--- src/rtl/nfp_pkg.sv ---
package nfp_pkg;

  // Status register bit positions
  localparam int SR_WIP_BIT = 0;
  localparam int SR_WEL_BIT = 1;
  localparam int SR_PROT_LSB_BIT = 2;
  localparam int SR_PROT_MID_BIT = 3;
  localparam int SR_PROT_HIGH_BIT = 4;
  localparam int SR_TOP_BOTTOM_BIT = 5;
  localparam int SR_PROT_MSB_BIT = 6;
  localparam int SR_WRITE_LOCK_BIT = 7;
  localparam logic [7:0] SR_RESET = 8'hA0;
  localparam logic [7:0] SR_NONVOL_MASK = 8'hFC;

  // Flag status register bit positions
  localparam int FS_ADDR4_BIT = 0;
  localparam int FS_PROT_ERR_BIT = 1;
  localparam int FS_PROG_ERR_BIT = 4;
  localparam int FS_ERASE_ERR_BIT = 5;
  localparam int FS_READY_BIT = 7;
  localparam logic [7:0] FS_RESET = 8'h80;
  localparam logic [7:0] FS_ERR_MASK = 8'h32;

  // Array geometry
  localparam int ADDR_W = 27;
  localparam logic [ADDR_W-1:0] ADDR_LAST = 27'h7FF_FFFF;
  localparam int SECTOR_MSB = 26;
  localparam int SECTOR_LSB = 16;
  localparam int SECTOR_W = 11;
  localparam int SUB32_LSB = 15;
  localparam int SUB4_LSB = 12;
  localparam int PROT_CODE_W = 4;
  localparam logic [PROT_CODE_W-1:0] PROT_CODE_ALL = 4'hC;

  // Operation times, plain defaults, and their cycle counts
  localparam int CLK_PERIOD_NS = 10;
  localparam int TMR_W = 12;
  localparam int T_WRITE_STATUS_NS = 8000;
  localparam int T_WRITE_NVCFG_NS = 8000;
  localparam int T_PROGRAM_NS = 12000;
  localparam int T_ERASE_SUB_NS = 30000;
  localparam int T_ERASE_SECTOR_NS = 40000;
  localparam int T_ERASE_DIE_NS = 40000;
  localparam logic [TMR_W-1:0] CYC_WRITE_STATUS = 12'((T_WRITE_STATUS_NS + CLK_PERIOD_NS - 1) / CLK_PERIOD_NS);
  localparam logic [TMR_W-1:0] CYC_WRITE_NVCFG = 12'((T_WRITE_NVCFG_NS + CLK_PERIOD_NS - 1) / CLK_PERIOD_NS);
  localparam logic [TMR_W-1:0] CYC_PROGRAM = 12'((T_PROGRAM_NS + CLK_PERIOD_NS - 1) / CLK_PERIOD_NS);
  localparam logic [TMR_W-1:0] CYC_ERASE_SUB = 12'((T_ERASE_SUB_NS + CLK_PERIOD_NS - 1) / CLK_PERIOD_NS);
  localparam logic [TMR_W-1:0] CYC_ERASE_SECTOR = 12'((T_ERASE_SECTOR_NS + CLK_PERIOD_NS - 1) / CLK_PERIOD_NS);
  localparam logic [TMR_W-1:0] CYC_ERASE_DIE = 12'((T_ERASE_DIE_NS + CLK_PERIOD_NS - 1) / CLK_PERIOD_NS);

  typedef enum logic [3:0] {
    NFP_OP_NOP = 4'b0000,
    NFP_OP_WRITE_ENABLE = 4'b0001,
    NFP_OP_WRITE_DISABLE = 4'b0010,
    NFP_OP_READ_STATUS = 4'b0011,
    NFP_OP_WRITE_STATUS = 4'b0100,
    NFP_OP_READ_FLAGS = 4'b0101,
    NFP_OP_CLEAR_FLAGS = 4'b0110,
    NFP_OP_PROGRAM = 4'b0111,
    NFP_OP_ERASE_4K = 4'b1000,
    NFP_OP_ERASE_32K = 4'b1001,
    NFP_OP_ERASE_64K = 4'b1010,
    NFP_OP_ERASE_DIE = 4'b1011,
    NFP_OP_WRITE_NVCFG = 4'b1100
  } nfp_op_t;

  typedef enum logic [0:0] {
    NFP_ST_IDLE = 1'b0,
    NFP_ST_BUSY = 1'b1
  } nfp_state_t;

  typedef struct packed {
    nfp_op_t op;
    logic [ADDR_W-1:0] addr;
    logic [7:0] data;
  } nfp_cmd_t;

endpackage

--- src/rtl/nfp_prot_decode.sv ---
`timescale 1ns/1ns
module nfp_prot_decode import nfp_pkg::*; (
  // Protection settings
  input wire logic top_bottom,
  input wire logic [PROT_CODE_W-1:0] block_protect_code,
  // Sector under test
  input wire logic [SECTOR_W-1:0] sector,
  // Result
  output logic protected_hit
);

  logic [SECTOR_W-1:0] fixed_bits;

  // A bit is fixed when the protected run is no wider than its weight
  genvar gi;
  generate
    for (gi = 0; gi < SECTOR_W; gi++) begin : g_mask
      assign fixed_bits[gi] = (block_protect_code <= 4'(gi + 1));
    end
  endgenerate

  always_comb begin
    if (block_protect_code == '0) begin
      protected_hit = 1'b0;
    end else if (block_protect_code >= PROT_CODE_ALL) begin
      protected_hit = 1'b1;
    end else if (!top_bottom) begin
      protected_hit = ((sector & fixed_bits) == fixed_bits);
    end else begin
      protected_hit = ((sector & fixed_bits) == '0);
    end
  end

endmodule

--- src/rtl/nfp_op_timer.sv ---
`timescale 1ns/1ns
module nfp_op_timer import nfp_pkg::*; (
  // Clock and reset
  input wire logic clk,
  input wire logic sys_rst,
  // Control
  input wire logic start,
  input wire logic [TMR_W-1:0] cycles,
  // Status
  output logic done
);

  logic [TMR_W-1:0] count_q;
  logic running_q;

  always_ff @(posedge clk) begin
    if (sys_rst) begin
      count_q <= '0;
      running_q <= 1'b0;
    end else if (start) begin
      count_q <= cycles;
      running_q <= 1'b1;
    end else if (running_q) begin
      count_q <= count_q - 12'h001;
      running_q <= (count_q > 12'h001);
    end
  end

  always_ff @(posedge clk) begin
    if (sys_rst) begin
      done <= 1'b0;
    end else begin
      done <= running_q && !start && (count_q == 12'h001);
    end
  end

endmodule

--- src/rtl/nfp_status_protect.sv ---
`timescale 1ns/1ns
module nfp_status_protect import nfp_pkg::*; (
  // Clock and reset
  input wire logic clk,
  input wire logic sys_rst,
  // Host command port
  input wire logic cmd_valid,
  input wire nfp_cmd_t cmd,
  // Host answer port
  output logic rsp_valid,
  output logic [7:0] rsp_data,
  // Write-protect pin
  input wire logic write_protect_n,
  // Array operation request
  output logic arr_valid,
  output nfp_cmd_t arr_req,
  // Register taps
  output logic [7:0] status_reg,
  output logic [7:0] flag_status
);

  nfp_state_t state_q;
  nfp_state_t state_d;
  logic [7:0] sr_q;
  logic [7:0] sr_d;
  logic [7:0] fs_q;
  logic [7:0] fs_d;
  logic [7:0] pend_status_q;
  logic pend_is_wrsr_q;
  logic rsp_valid_q;
  logic [7:0] rsp_data_q;
  logic arr_valid_q;
  nfp_cmd_t arr_req_q;

  logic idle;
  logic wel;
  logic write_locked;
  logic [PROT_CODE_W-1:0] block_protect_code;
  logic block_protect_msb;
  logic block_protect_lsb;
  logic [SECTOR_W-1:0] cmd_sector;
  logic sector_hit;
  logic is_array_op;
  logic is_erase;
  logic addr_ok;
  logic launch;
  logic reject;
  logic prot_fail;
  logic [TMR_W-1:0] launch_cycles;
  logic timer_done;
  logic [7:0] fs_set;
  logic [7:0] fs_clr;

  // Protection settings held in the status register
  assign block_protect_msb = sr_q[SR_PROT_MSB_BIT];
  assign block_protect_lsb = sr_q[SR_PROT_LSB_BIT];
  assign block_protect_code = {block_protect_msb, sr_q[SR_PROT_HIGH_BIT],
                               sr_q[SR_PROT_MID_BIT], block_protect_lsb};
  assign cmd_sector = cmd.addr[SECTOR_MSB:SECTOR_LSB];
  // Subsector erases are judged by the 64KB sector that holds them
  assign addr_ok = (cmd.addr <= ADDR_LAST);

  assign idle = (state_q == NFP_ST_IDLE);
  assign wel = sr_q[SR_WEL_BIT];
  assign write_locked = sr_q[SR_WRITE_LOCK_BIT] && !write_protect_n;

  nfp_prot_decode u_decode (
    .top_bottom(sr_q[SR_TOP_BOTTOM_BIT]),
    .block_protect_code(block_protect_code),
    .sector(cmd_sector),
    .protected_hit(sector_hit)
  );

  // One shared timer; its length is chosen by the operation at launch
  nfp_op_timer u_timer (
    .clk(clk),
    .sys_rst(sys_rst),
    .start(launch),
    .cycles(launch_cycles),
    .done(timer_done)
  );

  // Classify the incoming command
  always_comb begin
    is_array_op = 1'b0;
    is_erase = 1'b0;
    case (cmd.op)
      NFP_OP_PROGRAM: begin
        is_array_op = 1'b1;
      end
      NFP_OP_ERASE_4K, NFP_OP_ERASE_32K, NFP_OP_ERASE_64K, NFP_OP_ERASE_DIE: begin
        is_array_op = 1'b1;
        is_erase = 1'b1;
      end
      default: begin
        is_array_op = 1'b0;
        is_erase = 1'b0;
      end
    endcase
  end

  // Protection verdict for program and erase
  always_comb begin
    if (cmd.op == NFP_OP_ERASE_DIE) begin
      prot_fail = (block_protect_code != '0);
    end else begin
      prot_fail = sector_hit;
    end
  end

  // Launch or reject a modifying command
  always_comb begin
    launch = 1'b0;
    reject = 1'b0;
    launch_cycles = CYC_PROGRAM;
    if (cmd_valid && idle && wel) begin
      case (cmd.op)
        NFP_OP_WRITE_STATUS: begin
          launch = !write_locked;
          reject = write_locked;
          launch_cycles = CYC_WRITE_STATUS;
        end
        NFP_OP_WRITE_NVCFG: begin
          launch = 1'b1;
          launch_cycles = CYC_WRITE_NVCFG;
        end
        NFP_OP_PROGRAM: begin
          launch = !prot_fail && addr_ok;
          reject = prot_fail || !addr_ok;
          launch_cycles = CYC_PROGRAM;
        end
        NFP_OP_ERASE_4K, NFP_OP_ERASE_32K: begin
          launch = !prot_fail && addr_ok;
          reject = prot_fail || !addr_ok;
          launch_cycles = CYC_ERASE_SUB;
        end
        NFP_OP_ERASE_64K: begin
          launch = !prot_fail && addr_ok;
          reject = prot_fail || !addr_ok;
          launch_cycles = CYC_ERASE_SECTOR;
        end
        NFP_OP_ERASE_DIE: begin
          launch = !prot_fail;
          reject = prot_fail;
          launch_cycles = CYC_ERASE_DIE;
        end
        default: begin
          launch = 1'b0;
          reject = 1'b0;
          launch_cycles = CYC_PROGRAM;
        end
      endcase
    end
  end

  // Busy state machine
  always_comb begin
    state_d = state_q;
    case (state_q)
      NFP_ST_IDLE: begin
        if (launch) begin
          state_d = NFP_ST_BUSY;
        end
      end
      NFP_ST_BUSY: begin
        if (timer_done) begin
          state_d = NFP_ST_IDLE;
        end
      end
      default: begin
        state_d = NFP_ST_IDLE;
      end
    endcase
  end

  always_ff @(posedge clk) begin
    if (sys_rst) begin
      state_q <= NFP_ST_IDLE;
    end else begin
      state_q <= state_d;
    end
  end

  // Status register next value
  always_comb begin
    sr_d = sr_q;
    if (cmd_valid && idle && cmd.op == NFP_OP_WRITE_ENABLE) begin
      sr_d[SR_WEL_BIT] = 1'b1;
    end
    if (cmd_valid && idle && cmd.op == NFP_OP_WRITE_DISABLE) begin
      sr_d[SR_WEL_BIT] = 1'b0;
    end
    if (reject) begin
      sr_d[SR_WEL_BIT] = 1'b0;
    end
    if (timer_done) begin
      if (pend_is_wrsr_q) begin
        sr_d = (pend_status_q & SR_NONVOL_MASK) | (sr_q & ~SR_NONVOL_MASK);
      end
      sr_d[SR_WEL_BIT] = 1'b0;
    end
    sr_d[SR_WIP_BIT] = (state_d == NFP_ST_BUSY);
  end

  always_ff @(posedge clk) begin
    if (sys_rst) begin
      sr_q <= SR_RESET;
    end else begin
      sr_q <= sr_d;
    end
  end

  // Pending write-status value, applied when the cycle ends
  always_ff @(posedge clk) begin
    if (sys_rst) begin
      pend_status_q <= '0;
      pend_is_wrsr_q <= 1'b0;
    end else if (launch) begin
      pend_status_q <= cmd.data;
      pend_is_wrsr_q <= (cmd.op == NFP_OP_WRITE_STATUS);
    end
  end

  // Flag status: errors are sticky, a new error wins over a clear
  always_comb begin
    fs_set = '0;
    fs_clr = '0;
    if (cmd_valid && idle && wel && is_array_op && prot_fail) begin
      fs_set[FS_PROT_ERR_BIT] = 1'b1;
      fs_set[FS_ERASE_ERR_BIT] = is_erase;
      fs_set[FS_PROG_ERR_BIT] = !is_erase;
    end
    if (cmd_valid && idle && cmd.op == NFP_OP_CLEAR_FLAGS) begin
      fs_clr = FS_ERR_MASK;
    end
    fs_d = (fs_q & ~fs_clr) | fs_set;
    fs_d[FS_READY_BIT] = (state_d != NFP_ST_BUSY);
  end

  always_ff @(posedge clk) begin
    if (sys_rst) begin
      fs_q <= FS_RESET;
    end else begin
      fs_q <= fs_d;
    end
  end

  // Register read answers, taken in any state
  always_ff @(posedge clk) begin
    if (sys_rst) begin
      rsp_valid_q <= 1'b0;
      rsp_data_q <= '0;
    end else begin
      rsp_valid_q <= cmd_valid && (cmd.op == NFP_OP_READ_STATUS || cmd.op == NFP_OP_READ_FLAGS);
      if (cmd_valid && cmd.op == NFP_OP_READ_STATUS) begin
        rsp_data_q <= sr_q;
      end else if (cmd_valid && cmd.op == NFP_OP_READ_FLAGS) begin
        rsp_data_q <= fs_q;
      end
    end
  end

  // Request to the array for accepted modifications
  // Write-status stays inside the block and is not passed to the array
  always_ff @(posedge clk) begin
    if (sys_rst) begin
      arr_valid_q <= 1'b0;
      arr_req_q <= '0;
    end else begin
      arr_valid_q <= launch && (cmd.op != NFP_OP_WRITE_STATUS);
      if (launch) begin
        arr_req_q <= cmd;
      end
    end
  end

  assign rsp_valid = rsp_valid_q;
  assign rsp_data = rsp_data_q;
  assign arr_valid = arr_valid_q;
  assign arr_req = arr_req_q;
  assign status_reg = sr_q;
  assign flag_status = fs_q;

endmodule

--- config.mk ---
export PLATFORM = sky130hd
export DESIGN_NAME = nfp_status_protect
export DESIGN_NICKNAME = d
export VERILOG_FILES = /design/src/rtl/nfp_pkg.sv /design/src/rtl/nfp_prot_decode.sv /design/src/rtl/nfp_op_timer.sv /design/src/rtl/nfp_status_protect.sv
export SDC_FILE = /design/constraint.sdc
export NUM_CORES = 1
export LEC_CHECK = 0
export ABC_CLOCK_PERIOD_IN_PS = 3000
export CORE_MARGIN = 5
export CORE_UTILIZATION = 41
export DETAILED_ROUTE_END_ITERATION = 12
export DONT_BUFFER_PORTS = 1
export SETUP_SLACK_MARGIN = 0.1
export SLEW_MARGIN = 10
export SYNTH_ARGS = -nofsm -noshare
export SYNTH_HDL_FRONTEND = slang
export SYNTH_HIERARCHICAL = 1
export SYNTH_SLANG_ARGS = --single-unit
--- constraint.sdc ---
create_clock -name clk -period 3 [get_ports clk]
set_clock_uncertainty 0.2 [all_clocks]
set_input_delay 0.3 -clock clk [delete_from_list [all_inputs] [get_ports clk]]
set_output_delay 0.3 -clock clk [all_outputs]
set_load 0.05 [all_outputs]
==> results.yml <==
run_status:
  outcome: "completed"
die:
  die_h_um: 106.4
  ios: 108
  die_w_um: 106.4
  start_util: 0.4163
  die_area_um2: 11320
  core_um2: 9153
  num_rows: 35
yosys:
  synth_edf_count: 0
  synthTopCellsByCount: "dfxtp_1 (76), a21oi_1 (59), nand3_1 (46)"
  seq_area_frac_synth: 0.3993
  ys_types: 69
  synth.avg_cell_area_um2: 8.300
  yosysWarningCount: 6
  ys_async_sr_fraction: 0
  synth_top_area_cell: "dfxtp_1"
  synth-seq-cells: 76
  synthMostInstantiatedCell: "dfxtp_1"
  synth_area_um2: 3810
  synth-main-ff-cell: "dfxtp_1"
  synth_cells: 459
  yosys.area.top_type_share: 0.3993
  synthTopCellsByArea: "dfxtp_1 (40%), a21oi_1 (7.8%), nand3_1 (6.0%)"
worst_setup_path:
  worstReg2RegStart: "status_reg[6]"
  cp_max_fo: 7
  cp-startpoint: "status_reg[6]"
  crit_path_end_kind: "register"
  cp.arrival_ns: 2.96
  startpoint_type: "register"
  rr_endpoint: "u_timer/count_q[9]"
  reg2reg_slack_ns: 0.11
  required_ns: 3.07
  r2r_cells: 11
  path_class: "register to register"
cts:
  clk_pin_slew_ns: 0.08
  clock_latency_ns: 0.35
  cts-root-buf: "clkbuf_8"
  cts_buffers: 9
  cts_tree: "built"
  cts_buffer_depth: 2
  cts.sinks: 76
  h-tree-depth: 3
timing:
  worst_slack_ns: 0.1090
  setup-tns-final_ns: 0
  period_needed_ns: 2.891
  setup_viol: 0
  final_max_slew_viol_count: 0
  timing.slew.headroom: 0.5999
  worst_pin_slew_ns: 0.5994
  min_period_over_period: 0.9637
  max_freq_ghz: 0.3459
  hold_viol_final: 0
  rsz0062_at_grt: "yes"
placed_design:
  dp_hpwl_mm: 7.147
  placed_area_um2: 3826
  place_congestion: 0.8556
  place.port_buffers: 0
  place_ws_ns: -0.01707
min_path:
  min_to: "arr_valid"
  min_path_cells: 2
  hold_path_class: "primary input to register"
  min_from: "cmd[38]"
finish:
  final_cell_area_um2: 4452
  n_fill_cell: 894
  largest_register_ffs: 39
  final_layout_size_suffix_gt1_frac: 0.1260
  diodes: 0
  area_growth_syn_to_layout_pct: 16.85
  postLayoutCoreUtil: 0.4864
  nets: 532
route:
  drt-pass1-iter-count: 4
  num_vias: 3577
  drtIter0Drc: 249
  wl_per_cell_um: 18.25
  vias_per_cell: 5.932
  routed_wl_mm: 11.00
  ant_nets: 0
  drc: 0
global_routing:
  grt_pass1_vias: 3424
  gr-total-overflow: 0
  grt_start_max_net_pins: 78
  grt_usage: 0.1942
  grt_pass1_wl_mm: 17.76
  antenna_found_initial: 0
pwr:
  peakVddDrop_v: 0.0001677
  p_leak_uw: 0.001487
  cellPowerDensity_nw_per_um2: 434.4
flow_run:
  cap_violations: 0
-- per-stage QoR --
step | instances | total power (uW) | hold slack (ns)
after floorplan | 466 | 1161 | 0.1768
after global placement | 545 | 1143 | 0.1773
after detailed placement | 545 | 1144 | 0.1797
after CTS | 602 | 1950 | 0.003740
after global routing | 603 | 2014 | 0.01652
final | 603 | 1934 | 0.01102
-- per-layer routing --
metal / global-route usage / share of wire / up-vias
met5: 0 / 0 / -
met4: 0.05365 / 0.012 / 0
met3: 0.06315 / 0.085 / 12
met2: 0.3136 / 0.48 / 123
met1: 0.2487 / 0.43 / 1716
li1: - / - / 1726
-- cells in the final DEF, fill, tap and decap left out, types with 4 or more instances in the layout --
| master | count |
|---|---|
| dlygate4sd3_1 | 39 |
| dfxtp_1 | 72 |
| buf_4 | 14 |
| clkbuf_8 | 10 |
| nor2b_1 | 7 |
| a22oi_1 | 6 |
| clkinv_2 | 4 |
| o31ai_1 | 6 |
| o21ai_1 | 8 |
| nor4_1 | 4 |
| nor2_1 | 34 |
| a311oi_1 | 6 |
| a21oi_1 | 56 |
| conb_1 | 9 |
| and3_1 | 4 |
| a21oi_2 | 4 |
| or4_1 | 7 |
| inv_1 | 6 |
| mux2i_1 | 5 |
| a211oi_1 | 8 |
| or2_2 | 5 |
| nand2_1 | 17 |
| nand3_1 | 46 |
| o21ai_0 | 41 |
-- cell type report --
type / count / area (um2) / area share
Clock buffer: 12 / 166.4 / 0.03738
Clock inverter: 4 / 22.52 / 0.005059
Inverter: 9 / 35.03 / 0.007870
Multi-Input combinational cell: 336 / 2028 / 0.4556
Sequential cell: 76 / 1534 / 0.3446
Tap cell: 111 / 138.9 / 0.03120
Timing Repair Buffer: 55 / 526.8 / 0.1183
-- where the power goes --
group	switching, uW	internal [uW]	total [uW]
clock	381	370	751
combinational	99.6	64.2	164
sequential	11.2	1010	1020
-- timing repair --
action,CTS,global route
endpoints found under the hold margin,76,0
hold buffers,40,0
buffers inserted,1,1
resized for setup,3,0
pin swaps,6,1
setup endpoints to repair,1,2
-- worst max-delay path: stages, from the launching register on --
cell and delay, ns:
dfxtp_4 0.49, inv_2 0.07, a21o_1 0.18, a2111oi_4 0.36, a21oi_2 0.10, o22ai_2 0.22, o21bai_4 0.11, nand2_4 0.08
inv_2 0.04, or4b_4 0.46, or4_1 0.40, o211ai_1 0.10
-- kinds of logic after synthesis --
kind of cell / synth area share
AO/OA/AOI/OAI: 0.2654
adder cells (fa/ha/maj): 0.006567
flip-flops: 0.3993
AND/OR/NAND/NOR: 0.2204
multiplexers: 0.01314
buffers and inverters: 0.08637
XOR/XNOR: 0.006898
other: 0.001971
-- worst max path at each step --
| stage | end | slack (ns) | cells after the start |
|---|---|---|---|
| 2_1_floorplan | u_timer/count_q[9] | -0.18 | 13 |
| 3_3_place_gp | u_timer/count_q[9] | 0.04 | 11 |
| 3_5_place_dp | u_timer/count_q[9] | -0.02 | 11 |
| 4_1_cts | u_timer/count_q[9] | 0.13 | 11 |
| 5_1_grt | u_timer/count_q[9] | 0.04 | 11 |
| 6_report | u_timer/count_q[9] | 0.11 | 11 |
No activity file was read; power rests on OpenSTA's default activity.
